### config.mk
export PLATFORM = sky130hd
export DESIGN_NAME = npe_top
export DESIGN_NICKNAME = d
export VERILOG_FILES = /design/src/hw/npe_pkg.sv /design/src/hw/npe_top.sv
export VERILOG_INCLUDE_DIRS = /design/src /design/src/hw
export SDC_FILE = /design/constraint.sdc
export NUM_CORES = 1
export LEC_CHECK = 0
export BUFFER_PORTS_ARGS = -buffer_cell sky130_fd_sc_hd__clkbuf_2
export CAP_MARGIN = 10
export CORE_ASPECT_RATIO = 1.25
export CORE_MARGIN = 2
export CORE_UTILIZATION = 30
export DETAILED_ROUTE_END_ITERATION = 8
export PLACE_DENSITY = 0.51
export SLEW_MARGIN = 15
export SYNTH_ARGS = -nofsm -noshare
export SYNTH_HDL_FRONTEND = slang
export SYNTH_SLANG_ARGS = --single-unit
### constraint.sdc
create_clock -name ref_clk_in -period 11.4 [get_ports ref_clk_in]
set_clock_uncertainty 0.15 [all_clocks]
set_input_delay 1.14 -clock ref_clk_in [delete_from_list [all_inputs] [get_ports ref_clk_in]]
set_output_delay 1.14 -clock ref_clk_in [all_outputs]
set_load 0.01 [all_outputs]
### src/hw/npe_params.svh
`ifndef NPE_PARAMS_SVH
`define NPE_PARAMS_SVH

// Register byte offsets.
`define NPE_OFF_CTRL 8'h00
`define NPE_OFF_MODE 8'h04
`define NPE_OFF_STAT 8'h08
`define NPE_OFF_PAR  8'h0C
`define NPE_OFF_NPAR 8'h10

// Field positions.
`define NPE_CLR_BIT 0
`define NPE_REC_BIT 0
`define NPE_ECC_BIT 1
`define NPE_MUL_BIT 2

// Page lengths in words for each page length code.
`define NPE_LEN_0 13'h0210
`define NPE_LEN_1 13'h0420
`define NPE_LEN_2 13'h0840
`define NPE_LEN_3 13'h1080

// Active word index levels for each page length code.
`define NPE_LMSK_0 12'h03FF
`define NPE_LMSK_1 12'h07FF
`define NPE_LMSK_2 12'h0FFF
`define NPE_LMSK_3 12'h0FFF

// Active bit index levels for byte and halfword words.
`define NPE_CMSK_8  4'h7
`define NPE_CMSK_16 4'hF

// Bus responses.
`define NPE_RESP_OK  2'h0
`define NPE_RESP_ERR 2'h2

`endif

### src/hw/npe_pkg.sv
package npe_pkg;

    // Write channel states, one-hot.
    typedef enum logic [1:0] {
        npe_w_idle = 2'b01,
        npe_w_resp = 2'b10
    } npe_wst_t;

    // Whole state of the block.
    typedef struct packed {
        npe_wst_t    wst;
        logic        aw_held;
        logic [7:0]  aw_addr;
        logic        w_held;
        logic [31:0] wdata;
        logic [3:0]  wstrb;
        logic [1:0]  bresp;
        logic        rvalid;
        logic [31:0] rdata;
        logic [1:0]  rresp;
        logic [1:0]  page_length_code;
        logic [12:0] word_cnt;
        logic [3:0]  col_par;
        logic [3:0]  col_npar;
        logic [11:0] line_par;
        logic [11:0] line_npar;
        logic        recoverable_err_flag;
        logic        check_bytes_err_flag;
        logic        multi_err_flag;
    } npe_state_t;

    localparam npe_state_t NPE_RST = '{wst: npe_w_idle, default: '0};

endpackage : npe_pkg

### src/hw/npe_top.sv
// Implementation choice: the AXI4-Lite slave port.
`timescale 1ns/1ps
`include "npe_params.svh"

module npe_top (
    input  wire logic        ref_clk_in,
    input  wire logic        rst_n_in,
    input  wire logic        s_axi_awvalid_in,
    output logic             s_axi_awready_out,
    input  wire logic [7:0]  s_axi_awaddr_in,
    input  wire logic        s_axi_wvalid_in,
    output logic             s_axi_wready_out,
    input  wire logic [31:0] s_axi_wdata_in,
    input  wire logic [3:0]  s_axi_wstrb_in,
    output logic             s_axi_bvalid_out,
    input  wire logic        s_axi_bready_in,
    output logic [1:0]       s_axi_bresp_out,
    input  wire logic        s_axi_arvalid_in,
    output logic             s_axi_arready_out,
    input  wire logic [7:0]  s_axi_araddr_in,
    output logic             s_axi_rvalid_out,
    input  wire logic        s_axi_rready_in,
    output logic [31:0]      s_axi_rdata_out,
    output logic [1:0]       s_axi_rresp_out,
    input  wire logic        bus16_in,
    input  wire logic        data_valid_in,
    input  wire logic [15:0] data_in,
    input  wire logic        check_valid_in,
    input  wire logic [15:0] stored_par_in,
    input  wire logic [15:0] stored_npar_in
);

    npe_pkg::npe_state_t s;
    npe_pkg::npe_state_t n;

    logic        wr_go;
    logic        clr_fire;
    logic [15:0] dm;
    logic        wp;
    logic [15:0] pmask;
    logic [15:0] bpar;
    logic [15:0] bnpar;
    logic [15:0] sp;
    logic [15:0] sn;
    logic        chk_any;
    logic        chk_onehot;
    logic        chk_single;

    // Page length in words for a length code.
    function automatic logic [12:0] page_words(input logic [1:0] c);
        case (c)
            2'h0: page_words = `NPE_LEN_0;
            2'h1: page_words = `NPE_LEN_1;
            2'h2: page_words = `NPE_LEN_2;
            default: page_words = `NPE_LEN_3;
        endcase
    endfunction : page_words

    // Word index levels in use; the index field is twelve bits wide,
    // so the longest page folds its top index bit away.
    function automatic logic [11:0] line_mask(input logic [1:0] c);
        case (c)
            2'h0: line_mask = `NPE_LMSK_0;
            2'h1: line_mask = `NPE_LMSK_1;
            2'h2: line_mask = `NPE_LMSK_2;
            default: line_mask = `NPE_LMSK_3;
        endcase
    endfunction : line_mask

    // Data bits whose bit index has bit k set.
    function automatic logic [15:0] col_sel(input logic [1:0] k);
        case (k)
            2'h0: col_sel = 16'hAAAA;
            2'h1: col_sel = 16'hCCCC;
            2'h2: col_sel = 16'hF0F0;
            default: col_sel = 16'hFF00;
        endcase
    endfunction : col_sel

    // Both address and data held and no response pending.
    assign wr_go = s.aw_held && s.w_held && (s.wst == npe_pkg::npe_w_idle);
    assign clr_fire = wr_go && (s.aw_addr == `NPE_OFF_CTRL) && s.wstrb[0]
                      && s.wdata[`NPE_CLR_BIT];

    // Byte mode ignores the upper data lane.
    assign dm = bus16_in ? data_in : {8'h00, data_in[7:0]};
    assign wp = ^dm;
    assign pmask = {line_mask(s.page_length_code),
                    bus16_in ? `NPE_CMSK_16 : `NPE_CMSK_8};

    // Parity as it stands this cycle, after any clear.
    assign bpar  = clr_fire ? 16'h0000 : {s.line_par, s.col_par};
    assign bnpar = clr_fire ? 16'h0000 : {s.line_npar, s.col_npar};

    // Syndrome from computed against stored parity.
    assign sp = (bpar ^ stored_par_in) & pmask;
    assign sn = (bnpar ^ stored_npar_in) & pmask;
    assign chk_any = |(sp | sn);
    // A lone flipped stored bit leaves exactly one syndrome bit set.
    assign chk_onehot = $onehot({sp, sn});
    // A data bit error flips exactly one side of every level.
    assign chk_single = ((sp ^ sn) == pmask);

    // Handshake outputs from state; data outputs from flip-flops.
    assign s_axi_awready_out = !s.aw_held && (s.wst == npe_pkg::npe_w_idle);
    assign s_axi_wready_out  = !s.w_held && (s.wst == npe_pkg::npe_w_idle);
    assign s_axi_bvalid_out  = (s.wst == npe_pkg::npe_w_resp);
    assign s_axi_bresp_out   = s.bresp;
    assign s_axi_arready_out = !s.rvalid;
    assign s_axi_rvalid_out  = s.rvalid;
    assign s_axi_rdata_out   = s.rdata;
    assign s_axi_rresp_out   = s.rresp;

    // Next state: bus slave, parity accumulation and page check.
    always_comb begin : p_next
        logic        last;
        logic [15:0] sel;
        last = 1'b0;
        sel = 16'h0000;
        n = s;

        // Address and data are taken in either order.
        if (s_axi_awvalid_in && s_axi_awready_out) begin
            n.aw_held = 1'b1;
            n.aw_addr = s_axi_awaddr_in;
        end
        if (s_axi_wvalid_in && s_axi_wready_out) begin
            n.w_held = 1'b1;
            n.wdata = s_axi_wdata_in;
            n.wstrb = s_axi_wstrb_in;
        end

        // Write execution; read-only registers accept and ignore writes.
        case (s.wst)
            npe_pkg::npe_w_idle: begin
                if (wr_go) begin
                    n.aw_held = 1'b0;
                    n.w_held = 1'b0;
                    n.wst = npe_pkg::npe_w_resp;
                    n.bresp = `NPE_RESP_OK;
                    if (s.aw_addr == `NPE_OFF_MODE) begin
                        if (s.wstrb[0]) begin
                            n.page_length_code = s.wdata[1:0];
                        end
                    end else if (s.aw_addr == `NPE_OFF_CTRL) begin
                        n.bresp = `NPE_RESP_OK;
                    end else if (s.aw_addr == `NPE_OFF_STAT ||
                                 s.aw_addr == `NPE_OFF_PAR ||
                                 s.aw_addr == `NPE_OFF_NPAR) begin
                        n.bresp = `NPE_RESP_OK;
                    end else begin
                        n.bresp = `NPE_RESP_ERR;
                    end
                end
            end
            npe_pkg::npe_w_resp: begin
                if (s_axi_bready_in) begin
                    n.wst = npe_pkg::npe_w_idle;
                end
            end
            default: n.wst = npe_pkg::npe_w_idle;
        endcase

        // Read decode; the write-only control register reads as zero.
        if (s.rvalid && s_axi_rready_in) begin
            n.rvalid = 1'b0;
        end
        if (s_axi_arvalid_in && s_axi_arready_out) begin
            n.rvalid = 1'b1;
            n.rresp = `NPE_RESP_OK;
            n.rdata = 32'h0000_0000;
            if (s_axi_araddr_in == `NPE_OFF_CTRL) begin
                n.rdata = 32'h0000_0000;
            end else if (s_axi_araddr_in == `NPE_OFF_MODE) begin
                n.rdata = {30'h0000_0000, s.page_length_code};
            end else if (s_axi_araddr_in == `NPE_OFF_STAT) begin
                n.rdata[`NPE_REC_BIT] = s.recoverable_err_flag;
                n.rdata[`NPE_ECC_BIT] = s.check_bytes_err_flag;
                n.rdata[`NPE_MUL_BIT] = s.multi_err_flag;
            end else if (s_axi_araddr_in == `NPE_OFF_PAR) begin
                n.rdata = {16'h0000, s.line_par, s.col_par};
            end else if (s_axi_araddr_in == `NPE_OFF_NPAR) begin
                n.rdata = {16'h0000, s.line_npar, s.col_npar};
            end else begin
                n.rresp = `NPE_RESP_ERR;
            end
        end

        // Clear zeroes parity and restarts the page.
        {n.line_par, n.col_par} = bpar;
        {n.line_npar, n.col_npar} = bnpar;
        if (clr_fire) begin
            n.word_cnt = 13'h0000;
            n.recoverable_err_flag = 1'b0;
            n.check_bytes_err_flag = 1'b0;
            n.multi_err_flag = 1'b0;
        end

        if (check_valid_in) begin
            // Syndrome locates the fault; check wins.
            {n.line_par, n.col_par} = sp;
            {n.line_npar, n.col_npar} = sn;
            n.word_cnt = 13'h0000;
            n.recoverable_err_flag = chk_any;
            n.check_bytes_err_flag = chk_onehot;
            // Neither clean, single nor check byte error.
            n.multi_err_flag = chk_any && !chk_single && !chk_onehot;
        end else if (data_valid_in) begin
            // Bit index levels split the word's bits.
            for (int k = 0; k < 4; k++) begin
                sel = col_sel(2'(k));
                if (pmask[k]) begin
                    n.col_par[k] = bpar[k] ^ (^(dm & sel));
                    n.col_npar[k] = bnpar[k] ^ (^(dm & ~sel));
                end
            end
            // Word index levels split the words.
            for (int i = 0; i < 12; i++) begin
                if (pmask[i+4]) begin
                    if (n.word_cnt[i]) begin
                        n.line_par[i] = bpar[i+4] ^ wp;
                    end else begin
                        n.line_npar[i] = bnpar[i+4] ^ wp;
                    end
                end
            end
            // Word counter wraps at the page length.
            last = (n.word_cnt == 13'(page_words(s.page_length_code) - 13'h0001));
            n.word_cnt = last ? 13'h0000 : 13'(n.word_cnt + 13'h0001);
        end
    end

    // State register; reset loads a constant only.
    always_ff @(posedge ref_clk_in) begin
        if (!rst_n_in) begin
            s <= npe_pkg::NPE_RST;
        end else begin
            s <= n;
        end
    end
endmodule : npe_top

Yosys cells after proc, flatten, opt, wreduce, memory -nomap -nowiden. Index checks and enable logic that the tools add are counted.

Add/sub/neg operators: 33. $mul: 0. Div/mod/pow operators: 0. $lt $le $gt $ge: 0. Equality and inequality tests: 17. Shifts and indexed selects: 0. Multiplexer cells: 102. Bitwise logic cells: 51. Reductions and logical operators: 39.

Operator list (number): 16-bit two-way mux (14); 16-bit AND (10); 16-bit parity (9); 13-bit two-way mux (5); 32-bit two-way mux (2); 16-bit inverter (4); 1-bit two-way mux (60); 16-bit XOR (3); 45-bit two-way mux (1); 13-bit one-hot mux with 3 select lines (1); 37-bit two-way mux (1); 35-bit two-way mux (1); 1-bit by 1-bit adder with 2-bit output (16); 8-bit by 4-bit equality test with 1-bit output (second input constant) (4); 1-bit XOR (32); 2-bit by 2-bit adder with 3-bit output (8); 12-bit one-hot mux with 2 select lines (1); 2-bit two-way mux (9); 3-bit by 3-bit adder with 4-bit output (4); 16-bit equality test (1); 8-bit by 3-bit equality test with 1-bit output (second input constant) (2); 8-bit by 5-bit equality test with 1-bit output (second input constant) (2); 8-bit logical NOT (2); 16-bit OR (1); other kinds (24) (49).

Register bits after elaboration: 135. Bits in latches: 0. RAM bits: 0. Bits in read-only memories: 0. Input port bits: 110. Output and inout port bits: 41. Logic and storage cells: 261. Memories kept: 0.

Depth between registers and ports, before layout.
Depth after elaboration: 17. Gate-level depth with buffers: 25. Gate-level depth less buffers: 23.

Worst setup path after synthesis. No wires, ideal clock.

Kind: register to register. Start: register s[127] in the netlist's numbering. End: register s[0] in the netlist's numbering. Setup time: 0.128 ns. Arrival time: 6.372 ns. Required time: 11.122 ns. Path slack: 4.751 ns. Stages on the path, launching flop included: 22. Buffers on the path: 3. Clock period less this slack: 6.649 ns. Cells stage by stage: dfxtp_1 or3b_4 or4_1 buf_2 clkbuf_1 clkbuf_1 nand2_1 xor2_1 fa_1 fa_1 fa_1 fa_1 fa_1 inv_1 fa_1 ha_1 fa_1 nor4b_1 and3_1 nor3_1 a21oi_1 nor2_1.

Longest elaborated chain between the ends: 16. Elaborated cells on any way between the ends: 52. Classes of those cells: add/sub (31); eq/ne (2); mux (3); bitwise (6); reduce/logical (10).

Ends and longest elaborated chain: start, declared (RTL line npe_top.sv:33) `npe_pkg::npe_state_t s;`; start signal, assigned (RTL line npe_top.sv:236) `s <= npe_pkg::NPE_RST;`; start signal, assigned (RTL line npe_top.sv:238) `s <= n;`; 8-bit logical NOT (no source line) *; 1-bit logical AND * (3 in series) (RTL line npe_top.sv:82) `` assign clr_fire = wr_go && (s.aw_addr == `NPE_OFF_CTRL) && s.wstrb[0] ``; 16-bit two-way mux, on equally long branches (RTL line npe_top.sv:93, npe_top.sv:92); 16-bit XOR, on equally long branches (RTL line npe_top.sv:97, npe_top.sv:96); 16-bit AND, on equally long branches (RTL line npe_top.sv:97, npe_top.sv:96); 1-bit by 1-bit adder with 2-bit output (not written as such) (RTL line npe_top.sv:100) `assign chk_onehot = $onehot({sp, sn});`; 2-bit by 2-bit adder with 3-bit output (not written as such) (RTL line npe_top.sv:100); 3-bit by 3-bit adder with 4-bit output (not written as such) (RTL line npe_top.sv:100); 4-bit by 4-bit adder with 5-bit output (not written as such) (RTL line npe_top.sv:100); 5-bit by 5-bit adder with 6-bit output (not written as such) (RTL line npe_top.sv:100); 6-bit by 1-bit equality test with 1-bit output (RTL line npe_top.sv:100); 1-bit logical NOT (RTL line npe_top.sv:207) `n.multi_err_flag = chk_any && !chk_single && !chk_onehot;`; 1-bit logical AND (RTL line npe_top.sv:207); 3-bit two-way mux (RTL line npe_top.sv:199) `if (check_valid_in) begin`.

Every way passes the cells marked *; elsewhere a longest branch is shown, timed or not. A chain may end at the register's enable or synchronous reset.

Worst setup path after layout.
Start: register s[129] in the netlist's numbering. End: register s[0] in the netlist's numbering.

Same word-level chain as after synthesis.

==> qor.yml <==
outcome: "finished, final reports clean"
synth_cell_types: 56
path_class: "flop to flop"
whs_path_depth: 2
p_leak_uw: 0.00295
fin_crit_sh_pct: 62.1
grt_max_degree: 50
reg2regPathDepth: 19
initial_core_util_pct: 30.5
place_congestion: 0.850
synth-xor-area-share_pct: 12.5
finalHoldViolations: 0
clk_latency_ps: 350
synth_compound_area_share_pct: 15.9
num_antenna_cells: 0
die_area_sq_um: 22300
synth_top_family_by_area: "simple AND/OR/NAND/NOR gates"
worst_pin_slew_ps: 1120
cts_root_buffer: "clkbuf_16"
syn_inst: 788
synth-main-ff-cell: "dfxtp_1"
drt_iter0_drc: 436
slew_headroom_pct: 24.9
clk_path_buf_depth: 2
crit_required_ps: 11470
vias: 5527
critPathCaptureType: "flop"
drcViolationCount: 0
drive_above_1_share_pct: 17.6
cts_setup_buffers: 0
post_synth_mux_area_share_pct: 0.947
area_delta_synth_final_pct: 12.8
met2_usage_pct: 29.2
cts_tree: "yes"
setup_ws_ps: 4320
fin_crit_ps: 7080
hpwlAfterDp_microns: 14000
grt-ovfl-total: 0
die_w_microns: 134
cts_made_buffers: 9
grt_pass1_wl_microns: 29200
place_ws_ps: 4300
reg2reg_from: "s[129]$_SDFFE_PN0P_"
numPortBuffers: 99
globalRouteMet1Util_pct: 21.4
path_clk_slew_ps: 70
worstPathCellList: "or3_1 -> or4_1 -> buf_4 -> nand2_1 -> xor2_1 -> fa_1 -> fa_1 -> fa_1 -> fa_1 -> fa_1 -> inv_1 -> fa_1 -> ha_1 -> fa_1 -> nor4b_1 -> and3_1 -> nor3_1 -> a21oi_1 -> nor2_1"
synth-simple-area-share_pct: 22.6
path_common_cell: "fa_1"
drt_pass1_iterations: 8
cts-resized-gates: 0
synthArstFlopShare_pct: 0
antenna_found_initial: 0
grt_setup_unrepaired: "no"
grt_pass1_vias: 5237
viasPerCell: 4.95
ctsHoldBuffers: 0
row_count: 59
synth_seq_area_share_pct: 26.5
synth.avg_cell_area_sq_um: 8.05
setup_viol: 0
max_freq_ghz: 0.141
critPathArrivalTime_ps: 7150
fillers: 2276
critPathLaunchType: "flop"
syn-cell-area_sq_um: 6340
peakVddDrop_v: 0.000162
track_usage_pct: 16.7
io_pins: 151
crit_fanout: 45
p_total_uw: 1490
p_per_area_nw_per_um2: 208
hold_class: "flop to flop"
critPathLaunch: "s[129]$_SDFFE_PN0P_"
postRouteAntennaNets: 0
busiest_layer: "met2"
slowest_delay_ps: 550
met3_usage_pct: 2.68
ys_ff_latch: 84
core_sq_um: 20800
worst_path_max_delay_cell: "fa_1"
synth_edf_count: 0
slew_violations: 0
clock-sinks: 84
tns_ps: 0
synthAdderAreaFrac_pct: 12.5
cts-htree-levels: 3
fin_nets: 996
detail_route.wl_per_cell_microns: 16.7
die_h_microns: 167
wirelength_microns: 18600
worstHoldStart: "s[130]$_SDFFE_PN0P_"
maxCapViolations: 0
yosysWarnings: 0
logic make-up (layout without fill, tap and decap cells):
family,Yosys count,after routing
compound gates,144,144
flops,84,84
xor+xnor,89,89
simple gates,303,303
other cells,1,18
mux,6,6
buf+inv,112,149
fa+ha+maj,49,49
registers in the layout, summed over array words and instances, names as in the netlist:
name / count
s: 65
s_axi_rdata_out: 16
s_axi_bresp_out: 1
s_axi_rresp_out: 1
s_axi_rvalid_out: 1
Yosys cell counts, drive strengths merged, types with 7 or more instances:
cell    count  share of area [%]
xnor2      45                6.2
o221a      10                1.8
nand2     130                7.7
nor2       88                5.6
dfxtp      84                 27
ha         25                4.9
clkbuf     45                2.7
and3        8               0.87
nor2b       9               0.89
fa         24                7.6
xor2       43                5.9
a21oi      44                3.5
o31ai      13                1.5
a22oi      15                1.8
nand4      14                1.4
nor3       12                1.0
o21ai      16                1.3
inv        28                1.7
a311oi      9                1.2
buf        39                4.6
nand3       7               0.55
worst paths after layout:
kind              slack (ps)                  end
setup reg to reg        4320    s[0]$_SDFFE_PN0P_
hold reg to reg          300  s[130]$_SDFFE_PN0P_
hold / removal           300  s[130]$_SDFFE_PN0P_
setup / recovery        4320    s[0]$_SDFFE_PN0P_
critical path: cells and delay by family (launching register included):
kind | cells | cell delay [ps]
flip-flops | 1 | 310
AO/OA/AOI/OAI | 1 | 160
buffers and inverters | 2 | 370
AND/OR/NAND/NOR | 7 | 1750
adder cells (fa/ha/maj) | 8 | 3780
XOR/XNOR | 1 | 410
metal layers:
layer / share of wire [%] / vias up / routed length [microns]
met4: 1.2 / 0 / 229
met5: 0 / - / 0
li1: - / 2762 / -
met3: 4.3 / 15 / 797
met1: 44 / 2588 / 8260
met2: 50 / 162 / 9320
layout make-up:
cell class / instances / area, sq um / area share (%)
multi-input combinational: 609 / 4170 / 58.4
sequential: 84 / 1680 / 23.5
timing repair buffer: 105 / 541 / 7.56
tap: 274 / 343 / 4.80
clock buffer: 9 / 225 / 3.15
inverter: 28 / 105 / 1.47
clock inverter: 7 / 80.1 / 1.12
placed cells by master, fill, tap and decap left out, types with 13 or more instances in the layout:
| master | count |
|---|---|
| a21oi_1 | 44 |
| a22oi_1 | 15 |
| clkbuf_2 | 99 |
| conb_1 | 18 |
| dfxtp_1 | 84 |
| fa_1 | 24 |
| ha_1 | 25 |
| inv_1 | 28 |
| nand2_1 | 130 |
| nand4_1 | 14 |
| nor2_1 | 78 |
| o21ai_0 | 16 |
| o31ai_1 | 13 |
| xnor2_1 | 45 |
| xor2_1 | 43 |
power breakdown:
| part | internal [uW] | total (uW) | switching (uW) |
|---|---|---|---|
| Combinational | 373 | 848 | 475 |
| Clock | 174 | 307 | 134 |
| Sequential | 315 | 332 | 17.5 |
stage by stage:
stage	cells	utilization, %	hold slack, ps	area, sq um
after floorplan	805	-	281	6400
after global placement	1100	32.9	291	6840
after detailed placement	1100	32.9	295	6840
after CTS	1116	34.3	305	7150
after global routing	1116	34.3	324	7150
final	1116	34.3	301	7150
No activity file was read; power rests on OpenSTA's default activity.
